File: config.mk
export PLATFORM = sky130hd
export DESIGN_NAME = iopm_io_port
export DESIGN_NICKNAME = d
export VERILOG_FILES = /design/src/inc/iopm_pkg.sv /design/src/rtl/iopm_io_port.sv
export VERILOG_INCLUDE_DIRS = /design/src /design/src/inc
export SDC_FILE = /design/constraint.sdc
export NUM_CORES = 1
export LEC_CHECK = 0
export ABC_AREA = 1
export BUFFER_PORTS_ARGS = -buffer_cell sky130_fd_sc_hd__buf_2
export CAP_MARGIN = 20
export CORE_MARGIN = 2
export CORE_UTILIZATION = 38
export CTS_CLUSTER_SIZE = 12
export DETAILED_ROUTE_END_ITERATION = 7
export PLACE_DENSITY = 0.66
export SYNTH_ARGS = -nofsm -noshare
export SYNTH_HDL_FRONTEND = slang
export SYNTH_SLANG_ARGS = --single-unit
File: constraint.sdc
create_clock -name core_clk_i -period 4.53 [get_ports core_clk_i]
set_input_delay 0 -clock core_clk_i [delete_from_list [all_inputs] [get_ports core_clk_i]]
set_output_delay 0 -clock core_clk_i [all_outputs]
set_load 0.05 [all_outputs]
File: src/inc/iopm_consts.svh
// register offsets, field positions, reset values and timing counts for the i/o port block
`ifndef IOPM_CONSTS_SVH
`define IOPM_CONSTS_SVH
`define IOPM_IO_OFFSET       8'h20
`define IOPM_IO_SPACE_MAX    8'h3f
`define IOPM_OFF_PB_IN       8'h23
`define IOPM_OFF_PB_DIR      8'h24
`define IOPM_OFF_PB_OUT      8'h25
`define IOPM_OFF_PC_IN       8'h26
`define IOPM_OFF_PC_DIR      8'h27
`define IOPM_OFF_PC_OUT      8'h28
`define IOPM_OFF_MCTL        8'h55
`define IOPM_BIT_BOD_OFF     6
`define IOPM_BIT_BOD_UNLOCK  5
`define IOPM_BIT_PULLUP_KILL 4
`define IOPM_BIT_VEC_SEL     1
`define IOPM_BIT_VEC_UNLOCK  0
`define IOPM_RST_BYTE        8'h00
`define IOPM_UNLOCK_CYC      3'h4
`define IOPM_BOD_DELAY_CYC   3'h3
`define IOPM_BOD_HOLD_CYC    3'h3
`endif

File: src/inc/iopm_pkg.sv
// types shared by the i/o port and micro control block
package iopm_pkg;
  typedef enum logic [2:0] {
    IOPM_BOD_IDLE  = 3'b001,
    IOPM_BOD_DELAY = 3'b010,
    IOPM_BOD_ACTIVE = 3'b100
  } iopm_bod_st_t;
endpackage

File: src/rtl/iopm_io_port.sv
// two gpio ports plus micro control register, reached by data-space and i/o accesses
// Functional notes
// [RQ1] Software arms brown-out sleep off by writing it with its unlock bit, then within four cycles writing it alone.
// [RQ2] The brown-out sleep-off bit becomes active three cycles after a valid timed write and clears itself three cycles later.
// [RQ3] The detector is off for a sleep only if sleep executes while the sleep-off bit is active.
// [RQ4] With pull-up kill set every port pull-up is off regardless of direction and output bits.
// [RQ5] Vector select zero places vectors at flash start, one at the boot section base set by the boot size fuses.
// [RQ6] Software changes vector select by writing the change unlock bit, then within four cycles the new value with unlock zero.
// [RQ7] Interrupts are masked from the unlock write until after the instruction after the select write, or four cycles.
// [RQ8] The automatic masking leaves the global interrupt enable flag untouched.
// [RQ9] Hardware clears the vector change unlock bit four cycles after writing it or when vector select is written.
// [RQ10] Boot lock bits block interrupts while executing from the section that does not hold the vectors.
// [RQ11] Each register decodes at its data-space offset and at that offset minus 0x20 for i/o accesses.
// [RQ12] Each direction bit sets its pin direction and all reset to zero.
// [RQ13] Writing an input-pins register toggles output bits written with one and stores nothing.
// [RQ14] Port c implements only bits 0 to 6.
// [RQ15] Output registers reset to zero and input-pins registers reflect pins.
// [RQ16] Input-pins reads return synchronised pin levels with unimplemented bits reading zero.
`timescale 1ns/1ps
`include "iopm_consts.svh"
module iopm_io_port
  import iopm_pkg::*;
#(
  parameter int unsigned PB_WIDTH = 8,
  parameter int unsigned PC_WIDTH = 7
) (
  input  wire logic                core_clk_i,
  input  wire logic                rst_i,
  input  wire logic [7:0]          addr_i,
  input  wire logic                io_space_i,
  input  wire logic                wr_en_i,
  input  wire logic                rd_en_i,
  input  wire logic [7:0]          wdata_i,
  output logic      [7:0]          rdata_o,
  input  wire logic                sleep_exec_i,
  input  wire logic                pc_in_boot_i,
  input  wire logic                app_section_lock_i,
  input  wire logic                boot_section_lock_i,
  input  wire logic                global_irq_en_i,
  input  wire logic [PB_WIDTH-1:0] pb_pin_i,
  input  wire logic [PC_WIDTH-1:0] pc_pin_i,
  output logic      [PB_WIDTH-1:0] pb_pin_o,
  output logic      [PB_WIDTH-1:0] pb_pin_oe_o,
  output logic      [PB_WIDTH-1:0] pb_pullup_o,
  output logic      [PC_WIDTH-1:0] pc_pin_o,
  output logic      [PC_WIDTH-1:0] pc_pin_oe_o,
  output logic      [PC_WIDTH-1:0] pc_pullup_o,
  output logic                     vector_table_select_o,
  output logic                     irq_allowed_o,
  output logic                     brownout_sleep_off_o,
  output logic                     brownout_detector_off_o
);

  // each port must fit the single byte lane of the register bus
  if (PB_WIDTH < 1 || PB_WIDTH > 8 || PC_WIDTH < 1 || PC_WIDTH > 8) begin : g_width_chk
    $error("port widths must lie between 1 and 8");
  end

  // full data-space address of either access kind
  function automatic logic [7:0] ds_addr(input logic [7:0] a, input logic io);
    ds_addr = io ? ((a <= `IOPM_IO_SPACE_MAX) ? a + `IOPM_IO_OFFSET : 8'hff) : a;
  endfunction

  function automatic logic [7:0] pad8(input logic [7:0] v, input int unsigned w);
    logic [7:0] m;
    m = 8'hff >> (8 - w);
    pad8 = v & m;
  endfunction

  // one step of a window counter that parks at zero
  function automatic logic [2:0] count_down(input logic [2:0] c);
    count_down = (c == 3'h0) ? 3'h0 : c - 3'h1;
  endfunction

  logic [PB_WIDTH-1:0] pb_out_ff;
  logic [PB_WIDTH-1:0] pb_dir_ff;
  logic [PB_WIDTH-1:0] pb_s1_ff;
  logic [PB_WIDTH-1:0] pb_s2_ff;
  logic [PC_WIDTH-1:0] pc_out_ff;
  logic [PC_WIDTH-1:0] pc_dir_ff;
  logic [PC_WIDTH-1:0] pc_s1_ff;
  logic [PC_WIDTH-1:0] pc_s2_ff;
  logic                pullup_kill_ff;
  logic                vec_sel_ff;
  logic                vec_unlock_ff;
  logic [2:0]          vec_cnt_ff;
  logic                irq_hold_ff;
  logic                bod_unlock_ff;
  logic [2:0]          bod_unlock_cnt_ff;
  iopm_bod_st_t        bod_st_ff;
  logic [2:0]          bod_cnt_ff;
  logic [7:0]          rdata_ff;

  wire [7:0] eff_addr = ds_addr(addr_i, io_space_i); // RQ11
  wire sel_pb_in  = eff_addr == `IOPM_OFF_PB_IN;
  wire sel_pb_dir = eff_addr == `IOPM_OFF_PB_DIR;
  wire sel_pb_out = eff_addr == `IOPM_OFF_PB_OUT;
  wire sel_pc_in  = eff_addr == `IOPM_OFF_PC_IN;
  wire sel_pc_dir = eff_addr == `IOPM_OFF_PC_DIR;
  wire sel_pc_out = eff_addr == `IOPM_OFF_PC_OUT;
  wire sel_mctl   = eff_addr == `IOPM_OFF_MCTL;
  wire wr_mctl    = wr_en_i && sel_mctl;

  wire w_bod_off  = wdata_i[`IOPM_BIT_BOD_OFF];
  wire w_bod_unl  = wdata_i[`IOPM_BIT_BOD_UNLOCK];
  wire w_vec_sel  = wdata_i[`IOPM_BIT_VEC_SEL];
  wire w_vec_unl  = wdata_i[`IOPM_BIT_VEC_UNLOCK];

  // vector change sequence
  wire vec_open   = vec_unlock_ff && vec_cnt_ff != 3'h0;
  wire vec_arm    = wr_mctl && w_vec_unl;
  wire vec_commit = wr_mctl && !w_vec_unl && vec_open; // RQ6
  wire [2:0] nxt_vec_cnt = vec_arm    ? `IOPM_UNLOCK_CYC :
                           vec_commit ? 3'h0 : count_down(vec_cnt_ff); // RQ9

  // brown-out timed sequence
  wire bod_open   = bod_unlock_ff && bod_unlock_cnt_ff != 3'h0;
  wire bod_arm    = wr_mctl && w_bod_off && w_bod_unl;
  wire bod_commit = wr_mctl && w_bod_off && !w_bod_unl && bod_open; // RQ1
  // a late second write finds the window shut and is dropped
  wire [2:0] nxt_bod_unlock_cnt = bod_arm ? `IOPM_UNLOCK_CYC : count_down(bod_unlock_cnt_ff);

  wire [PB_WIDTH-1:0] w_pb = wdata_i[PB_WIDTH-1:0];
  wire [PC_WIDTH-1:0] w_pc = wdata_i[PC_WIDTH-1:0]; // RQ14
  wire [PB_WIDTH-1:0] nxt_pb_out = (wr_en_i && sel_pb_out) ? w_pb :
                                   (wr_en_i && sel_pb_in) ? pb_out_ff ^ w_pb : pb_out_ff; // RQ13
  wire [PC_WIDTH-1:0] nxt_pc_out = (wr_en_i && sel_pc_out) ? w_pc :
                                   (wr_en_i && sel_pc_in) ? pc_out_ff ^ w_pc : pc_out_ff; // RQ13

  wire [7:0] mctl_view = {1'b0, brownout_sleep_off_o, bod_unlock_ff, pullup_kill_ff,
                          2'b00, vec_sel_ff, vec_unlock_ff};
  wire [7:0] nxt_rdata = !rd_en_i   ? `IOPM_RST_BYTE :
                         sel_pb_in  ? pad8(8'(pb_s2_ff), PB_WIDTH) : // RQ16
                         sel_pb_dir ? pad8(8'(pb_dir_ff), PB_WIDTH) :
                         sel_pb_out ? pad8(8'(pb_out_ff), PB_WIDTH) :
                         sel_pc_in  ? pad8(8'(pc_s2_ff), PC_WIDTH) : // RQ16
                         sel_pc_dir ? pad8(8'(pc_dir_ff), PC_WIDTH) :
                         sel_pc_out ? pad8(8'(pc_out_ff), PC_WIDTH) :
                         sel_mctl   ? mctl_view : `IOPM_RST_BYTE;

  // brown-out state: delay three cycles, active three cycles, then self clear
  iopm_bod_st_t nxt_bod_st;
  logic [2:0]   nxt_bod_cnt;
  always_comb begin
    nxt_bod_st  = bod_st_ff;
    nxt_bod_cnt = bod_cnt_ff;
    case (bod_st_ff)
      IOPM_BOD_IDLE: begin
        if (bod_commit) begin
          nxt_bod_st  = IOPM_BOD_DELAY;
          nxt_bod_cnt = `IOPM_BOD_DELAY_CYC - 3'h1;
        end
      end
      IOPM_BOD_DELAY: begin
        if (bod_cnt_ff == 3'h0) begin
          nxt_bod_st  = IOPM_BOD_ACTIVE; // RQ2
          nxt_bod_cnt = `IOPM_BOD_HOLD_CYC - 3'h1;
        end else begin
          nxt_bod_cnt = bod_cnt_ff - 3'h1;
        end
      end
      IOPM_BOD_ACTIVE: begin
        if (bod_cnt_ff == 3'h0) begin
          nxt_bod_st = IOPM_BOD_IDLE; // RQ2
        end else begin
          nxt_bod_cnt = bod_cnt_ff - 3'h1;
        end
      end
      default: begin
        nxt_bod_st  = IOPM_BOD_IDLE;
        nxt_bod_cnt = 3'h0;
      end
    endcase
  end

  // first stage may go metastable; only the second stage feeds logic
  always_ff @(posedge core_clk_i or posedge rst_i) begin
    if (rst_i) begin
      pb_s1_ff <= '0;
      pb_s2_ff <= '0;
    end else begin
      pb_s1_ff <= pb_pin_i;
      pb_s2_ff <= pb_s1_ff;
    end
  end

  always_ff @(posedge core_clk_i or posedge rst_i) begin
    if (rst_i) begin
      pc_s1_ff <= '0;
      pc_s2_ff <= '0;
    end else begin
      pc_s1_ff <= pc_pin_i;
      pc_s2_ff <= pc_s1_ff;
    end
  end

  always_ff @(posedge core_clk_i or posedge rst_i) begin
    if (rst_i) begin
      pb_out_ff <= '0; // RQ15
    end else begin
      pb_out_ff <= nxt_pb_out;
    end
  end

  always_ff @(posedge core_clk_i or posedge rst_i) begin
    if (rst_i) begin
      pc_out_ff <= '0; // RQ15
    end else begin
      pc_out_ff <= nxt_pc_out;
    end
  end

  always_ff @(posedge core_clk_i or posedge rst_i) begin
    if (rst_i) begin
      pb_dir_ff <= '0; // RQ12
    end else if (wr_en_i && sel_pb_dir) begin
      pb_dir_ff <= w_pb; // RQ12
    end
  end

  always_ff @(posedge core_clk_i or posedge rst_i) begin
    if (rst_i) begin
      pc_dir_ff <= '0; // RQ12
    end else if (wr_en_i && sel_pc_dir) begin
      pc_dir_ff <= w_pc; // RQ12
    end
  end

  always_ff @(posedge core_clk_i or posedge rst_i) begin
    if (rst_i) begin
      rdata_ff <= `IOPM_RST_BYTE;
    end else begin
      rdata_ff <= nxt_rdata;
    end
  end

  always_ff @(posedge core_clk_i or posedge rst_i) begin
    if (rst_i) begin
      pullup_kill_ff <= 1'b0;
    end else if (wr_mctl) begin
      pullup_kill_ff <= wdata_i[`IOPM_BIT_PULLUP_KILL]; // RQ4
    end
  end

  always_ff @(posedge core_clk_i or posedge rst_i) begin
    if (rst_i) begin
      vec_sel_ff <= 1'b0;
    end else if (vec_commit) begin
      vec_sel_ff <= w_vec_sel; // RQ6
    end
  end

  always_ff @(posedge core_clk_i or posedge rst_i) begin
    if (rst_i) begin
      vec_unlock_ff <= 1'b0;
      vec_cnt_ff    <= 3'h0;
    end else begin
      vec_unlock_ff <= (nxt_vec_cnt != 3'h0); // RQ9
      vec_cnt_ff    <= nxt_vec_cnt;
    end
  end

  // the mask outlives the select write by one instruction
  always_ff @(posedge core_clk_i or posedge rst_i) begin
    if (rst_i) begin
      irq_hold_ff <= 1'b0;
    end else begin
      irq_hold_ff <= vec_commit; // RQ7
    end
  end

  always_ff @(posedge core_clk_i or posedge rst_i) begin
    if (rst_i) begin
      bod_unlock_ff     <= 1'b0;
      bod_unlock_cnt_ff <= 3'h0;
    end else begin
      bod_unlock_ff     <= (nxt_bod_unlock_cnt != 3'h0); // RQ1
      bod_unlock_cnt_ff <= nxt_bod_unlock_cnt;
    end
  end

  always_ff @(posedge core_clk_i or posedge rst_i) begin
    if (rst_i) begin
      bod_st_ff  <= IOPM_BOD_IDLE;
      bod_cnt_ff <= 3'h0;
    end else begin
      bod_st_ff  <= nxt_bod_st; // RQ2
      bod_cnt_ff <= nxt_bod_cnt;
    end
  end

  // masking covers the unlock write cycle, the open window, and one more instruction
  wire vec_mask  = vec_arm || vec_open || irq_hold_ff; // RQ7
  wire lock_mask = (vec_sel_ff && app_section_lock_i && !pc_in_boot_i) ||
                   (!vec_sel_ff && boot_section_lock_i && pc_in_boot_i); // RQ10

  assign irq_allowed_o           = global_irq_en_i && !vec_mask && !lock_mask; // RQ8
  assign vector_table_select_o   = vec_sel_ff; // RQ5
  assign brownout_sleep_off_o    = bod_st_ff == IOPM_BOD_ACTIVE;
  assign brownout_detector_off_o = sleep_exec_i && brownout_sleep_off_o; // RQ3
  assign rdata_o     = rdata_ff;
  assign pb_pin_o    = pb_out_ff;
  assign pb_pin_oe_o = pb_dir_ff;
  assign pc_pin_o    = pc_out_ff;
  assign pc_pin_oe_o = pc_dir_ff;
  // pull-up only for inputs with output bit set, and never while killed
  assign pb_pullup_o = ~pb_dir_ff & pb_out_ff & {PB_WIDTH{~pullup_kill_ff}}; // RQ4
  assign pc_pullup_o = ~pc_dir_ff & pc_out_ff & {PC_WIDTH{~pullup_kill_ff}}; // RQ4

endmodule

==> impl_metrics.tcl, run 1 <==
set metrics [dict create \
    path_cells "nor3_1, inv_1, nor2_1, buf_2" \
    report.final.slew_viol_count 0 \
    postRouteAntennaNets 0 \
    gp_congestion 0.894 \
    vias 3464 \
    worstPathMaxFanout 7 \
    wl_met1_mm 4.52 \
    rsz0062_at_grt "no" \
    clk_pin_slew_ps 80 \
    finalCritPeriodShare_pct 44.9 \
    synth_cell_types 37 \
    fp-row-count 37 \
    placedInstanceArea_um2 4610 \
    fin_crit_ps 2040 \
    final_cell_mix "nand2_1 (114), buf_2 (97), dfrtp_1 (84)" \
    cts_buffers 9 \
    grt_first_pass_wirelength_mm 16.4 \
    syn_inst 450 \
    synth_warnings 0 \
    hpwl_mm 7.37 \
    top_layer "met4" \
    hold_buffers 24 \
    syn_to_final_growth_pct 27.4 \
    hp-class "in -> reg" \
    dr_wl_met2_mm 4.77 \
    synth_nets 496 \
    totalWireLength_mm 10.0 \
    hold_end "irq_hold_ff" \
    drv_cap 0 \
    ys.flop_type "dfrtp_1" \
    cp.required_ps 4530 \
    fmax_mhz 491 \
    clockBufferDepth 2 \
    cts.sinks 85 \
    core_area_um2 10300 \
    crit_family "simple AND/OR/NAND/NOR gates" \
    via_per_inst 4.81 \
    setup_viol 0 \
    grt_pass1_vias 3480 \
    initial_utilization_pct 38.8 \
    die-area_um2 11300 \
    final_common_cell "nand2_1" \
    drive_gt1_share_pct 24.7 \
    reg2reg_depth 6 \
    worstHoldStart "wr_en_i" \
    wl_per_cell_um 13.9 \
    status "finished, final reports clean" \
    cp-start-kind "flop" \
    r2r-end "bod_cnt_ff[1]" \
    p_leak_nw 2.78 \
    worst-r2r-setup-slack_ps 2650 \
    crit_type "reg -> out" \
    worstSetupEndpointType "output port" \
    antenna_found_initial 0 \
    p_per_area_nw_per_um2 288 \
    ctsResizeCount 0 \
    fin_setup_tns_ps 0 \
    reg2reg_from "bod_st_ff[1]" \
    cp_num_buf_inv 2 \
    ioPinCount 98 \
    worst_pin_slew_ps 918 \
    syn_area_um2 3990 \
    drt_iter0_markers 202 \
    fp.dieH_um 106 \
    max_stage_delay_ps 760 \
    peakVddDrop_mv 0.139 \
    hold_viol 0 \
    insertedDiodeCount 0 \
    min_delay_path_depth 3 \
    die_w_um 106 \
    overflow 0 \
    nets 625 \
    grt_max_degree 86 \
    drc 0 \
    insertion_delay_ps 350 \
    cp_slowest_cell "nor3_1" \
    fin_skew_ps 6.93 \
    post_cts_buffers 0 \
    worstPathArrival_ps 2040 \
    ys_ff_latch 85 \
    grt_usage_pct 18.5 \
    io_buffers 97 \
    synth-edff-count 0 \
    drt-pass1-iter-count 5 \
    async_flop_share_pct 100 \
    htree_levels 3 \
    wl_met3_um 549 \
    num-fill-cells 1015 \
    synth.avg_cell_area_um2 8.86 \
    cts_root_buf "clkbuf_8" \
    cp-startpoint "bod_st_ff[1]" \
    cts_tree "yes" \
    relSlewSlack_pct 38.3 \
    synth_seq_area_share_pct 53.4 \
    design_area_um2 5080 \
]
[state kept, by name, indices dropped and copies added, names as in the netlist, 7 cells and up]
| register | flops |
|---|---|
| pc_s1_ff | 7 |
| rdata_o | 8 |
| pc_pin_o | 7 |
| pc_s2_ff | 7 |
| pb_pin_o | 8 |
| pb_s2_ff | 8 |
| pb_s1_ff | 8 |
| pc_pin_oe_o | 7 |
| pb_pin_oe_o | 8 |
[worst max-delay path by stage]
stage | cells after the start | endpoint | slack, ps
CTS | 4 | brownout_detector_off_o | 2450
global placement | 11 | pb_pin_o[7] | 2610
finish | 4 | brownout_detector_off_o | 2490
detailed placement | 11 | pb_pin_o[5] | 2560
global route | 4 | brownout_detector_off_o | 2340
floorplan | 3 | brownout_detector_off_o | 1920
[per-stage QoR]
step | util, % | setup WS [ps] | hold slack (ps) | std cells | power [mW]
5_1_grt | 49.4 | 2340 | 98.0 | 720 | 1.53
3_5_place_dp | 44.9 | 2560 | 109 | 678 | 0.938
2_1_floorplan | - | 1920 | 31.4 | 450 | 0.886
4_1_cts | 49.1 | 2450 | 0.649 | 718 | 1.48
3_3_place_gp | 44.9 | 2610 | 113 | 678 | 0.936
6_report | 49.4 | 2490 | 111 | 720 | 1.46
[synthesized netlist by cell type (3+ instances only)]
cell type | n | area [µm²]
nor3b_1 | 9 | 67.6
nand3b_1 | 3 | 22.5
nor2_1 | 33 | 124
nand2_2 | 4 | 25.0
nand2_4 | 3 | 33.8
nand2_1 | 114 | 428
ha_1 | 5 | 62.6
o21ai_0 | 27 | 135
a21oi_1 | 5 | 25.0
inv_1 | 63 | 236
nor3_1 | 8 | 40.0
xor2_1 | 15 | 131
o21ai_1 | 11 | 55.1
nand3_1 | 26 | 130
dfrtp_1 | 84 | 2100
nand4_1 | 9 | 56.3
[area by class of cell]
class / instances / area, µm² / share of cell area, %
multi-input combinational: 292 / 1560 / 30.8
sequential: 85 / 2130 / 41.9
clock inverter: 7 / 66.3 / 1.31
timing repair buffer: 124 / 771 / 15.2
clock buffer: 9 / 124 / 2.44
tap: 136 / 170 / 3.35
inverter: 67 / 255 / 5.03
[per-layer routing]
layer  GRT usage (%)  vias to the layer above
li1                -                     1674
met1            24.2                     1677
met2            30.3                      101
met3            4.78                       12
met4            5.29                        0
met5               0                        -
[logic make-up after synthesis]
group | Yosys count | synth area share [%]
mux | 1 | 0.377
buf+inv | 73 | 7.38
fa+ha+maj | 5 | 1.57
simple gates | 221 | 27.0
flops | 85 | 53.4
compound gates | 49 | 6.81
xor+xnor | 16 | 3.52
[power by group]
| part | switching, mW | internal (mW) |
|---|---|---|
| Combinational | 0.100 | 0.0515 |
| Sequential | 0.0119 | 0.778 |
| Clock | 0.271 | 0.252 |
[worst reg2reg max path, cell delays in order, from the launching register on]
cell	delay, ps
dfrtp_1	400
nor3_1	760
inv_1	140
nor2_1	130
nor2_1	50
a31o_2	200
o21ai_1	130
Power figures use the tool's default switching activity.
==> run 2: changes to the inputs <==
--- a/config.mk
+++ b/config.mk
@@ -6,7 +6,7 @@
 export SDC_FILE = /design/constraint.sdc
 export NUM_CORES = 1
 export LEC_CHECK = 0
-export ABC_AREA = 1
+export ABC_AREA = 0
 export BUFFER_PORTS_ARGS = -buffer_cell sky130_fd_sc_hd__buf_2
 export CAP_MARGIN = 20
 export CORE_MARGIN = 2
==> constraint.sdc (replaced) <==
create_clock -name core_clk_i -period 1.9 [get_ports core_clk_i]
set_input_delay 0 -clock core_clk_i [delete_from_list [all_inputs] [get_ports core_clk_i]]
set_output_delay 0 -clock core_clk_i [all_outputs]
set_load 0.05 [all_outputs]
==> run 2 against run 1 <==
Effect of this change:
- die area shrank 0.27%
- synthesized cell count shrank 18%
- worst setup slack lost 2500 ps
- cell count shrank 9.9%
- critical path depth grew 4
- sequential power grew 140%
==> impl_metrics.tcl, run 2 <==
set metrics [dict create \
    status "finished, final reports clean" \
    wl_per_cell_um 16.3 \
    drt_iter0_markers 230 \
    fp-row-count 37 \
    path_cells "buf_2, ha_4, or4b_4, a21o_4, or4_4, o21ai_4, a21oi_1, a21oi_1" \
    whs_ps 18.9 \
    clk_pin_slew_ps 90 \
    final_common_cell "buf_2" \
    syn_inst 369 \
    htree_levels 3 \
    layout_setup_ws_ps 22.7 \
    totalWireLength_mm 10.6 \
    yosys.area.top_type_share_pct 52.9 \
    num-fill-cells 914 \
    hp-class "in -> reg" \
    grt_usage_pct 19.3 \
    ys_ff_latch 85 \
    placedInstanceArea_um2 4830 \
    cp.required_ps 2170 \
    finalCritPeriodShare_pct 98.8 \
    synth_warnings 0 \
    seq_area_um2 2130 \
    die_w_um 106 \
    clockBufferDepth 2 \
    placed_cells 612 \
    rsz0062_at_grt "no" \
    cts.sinks 85 \
    grt_max_degree 41 \
    preCtsSetupSlack_ps -337 \
    synth_top_area_cell "dfrtp_1" \
    io_buffers 97 \
    vias 3465 \
    async_flop_share_pct 100 \
    synth.avg_cell_area_um2 10.8 \
    drc 0 \
    drt-pass1-iter-count 7 \
    reg2reg_from "bod_unlock_cnt_ff[0]" \
    grt_pass1_vias 3414 \
    nets 554 \
    insertion_delay_ps 360 \
    initial_utilization_pct 38.9 \
    final_cells 649 \
    cp_slowest_cell "or4_4" \
    crit_type "in -> reg" \
    hold_viol 0 \
    postRouteAntennaNets 0 \
    multi_input_area_um2 1750 \
    worstPathArrival_ps 2150 \
    worstHoldStart "wdata_i[1]" \
    synth_commonest_cells "dfrtp_1 (84), a21oi_1 (45), nand2_1 (25)" \
    final_cell_mix "buf_2 (97), dfrtp_1 (84), a21oi_1 (45)" \
    relSlewSlack_pct 62.6 \
    gp_congestion 0.815 \
    synth_seq_area_share_pct 53.5 \
    peakVddDrop_mv 0.593 \
    report.final.slew_viol_count 0 \
    cp-start-kind "primary input" \
    synth-edff-count 0 \
    ys.flop_type "dfrtp_1" \
    synth_nets 415 \
    fin_crit_ps 1880 \
    cts_tree "yes" \
    cp-startpoint "addr_i[5]" \
    via_per_inst 5.34 \
    yosys-top-cells-area "dfrtp_1 (53%), a21oi_1 (5.7%), mux2_2 (5.7%)" \
    core_area_um2 10200 \
    design_area_um2 5250 \
    setup_viol 0 \
    worst_pin_slew_ps 561 \
    synth_cell_types 55 \
    drive_gt1_share_pct 36.3 \
    worstSetupEndpointType "flop" \
    fmax_mhz 533 \
    fin_skew_ps 10.1 \
    synth.most_common_cell "dfrtp_1" \
    die-area_um2 11300 \
    ioPinCount 98 \
    insertedDiodeCount 0 \
    worst-r2r-setup-slack_ps 250 \
    cts_root_buf "clkbuf_8" \
    overflow 0 \
    grt_first_pass_wirelength_mm 17.1 \
    crit_top_cell "a21oi_1" \
    p_per_area_nw_per_um2 712 \
    drv_cap 0 \
    max_stage_delay_ps 610 \
    p_leak_nw 2.50 \
    fp.dieH_um 106 \
    hpwl_mm 7.58 \
    worstPathMaxFanout 8 \
    cts_buffers 9 \
    antenna_found_initial 0 \
    syn_area_um2 3980 \
    syn_to_final_growth_pct 32.1 \
]
[run 2: cell count changes after synthesis, moves of 15 or more]
cell | previous run | this run
a21oi_1 | 5 | 45
clkbuf_1 | 2 | 17
inv_1 | 63 | 8
mux2_2 | 0 | 20
nand2_1 | 114 | 25
nor2_1 | 33 | 10
xor2_1 | 15 | 0
[run 2: worst max-delay path, delay by kind of cell]
kind                     cells  cell delay [ps]
buffers and inverters        1              120
adder cells (fa/ha/maj)      1              230
AND/OR/NAND/NOR              2             1190
AO/OA/AOI/OAI                4              590
[run 2: cell type report]
type / count / share of cell area, %
Inverter: 9 / 0.715
Sequential cell: 85 / 40.5
Tap cell: 136 / 3.24
Clock inverter: 5 / 1.10
Multi-Input combinational cell: 253 / 33.4
Clock buffer: 11 / 2.69
Timing Repair Buffer: 150 / 18.3
[run 2: what timing repair did]
action                                 CTS  global route
setup buffers                            0             0
setup endpoints to repair                0             1
endpoints found under the hold margin   55             0
gates resized for setup                  0             1
hold buffers                            21             0
[run 2: worst paths after layout]
kind / end / depth (start not counted)
setup / recovery: rdata_o[2] / 8
hold / removal: pc_pin_o[1] / 3
setup reg to reg: bod_cnt_ff[2] / 5
hold reg to reg: pc_s2_ff[3] / 0
max in group asynchronous: pb_s2_ff[2] / 4
min in group asynchronous: pc_s1_ff[5] / 3
[run 2: cells by family after synthesis]
group | Yosys count | share of synthesized area, %
and+or+nand+nor | 112 | 16.8
AOI/OAI and AO/OA | 109 | 17.5
DFF | 85 | 53.5
buffers and inverters | 31 | 3.21
muxes | 24 | 6.67
adders and majority gates | 5 | 1.57
xor gates and xnor gates | 3 | 0.661
[run 2: stage by stage]
stage / util (%) / total power, mW / TNS [ps]
after global routing: 51.3 / 3.89 / 0
final: 51.3 / 3.74 / 0
after global placement: 47.3 / 2.44 / -6300
after detailed placement: 47.3 / 2.44 / -7620
after floorplan: - / 2.27 / -1020
after CTS: 51.3 / 3.77 / 0
[run 2: metal layers]
metal / vias to the layer above / global-route usage, % / wire length (µm)
met4: 0 / 7.05 / 250
li1: 1639 / - / -
met1: 1707 / 25.4 / 4680
met2: 102 / 32.1 / 5200
met5: - / 0 / 0
met3: 17 / 3.37 / 462
[run 2: report_power, final]
part	switching (mW)	internal [mW]	total, mW
combinational	0.351	0.169	0.520
clock	0.649	0.646	1.30
sequential	0.0514	1.87	1.92
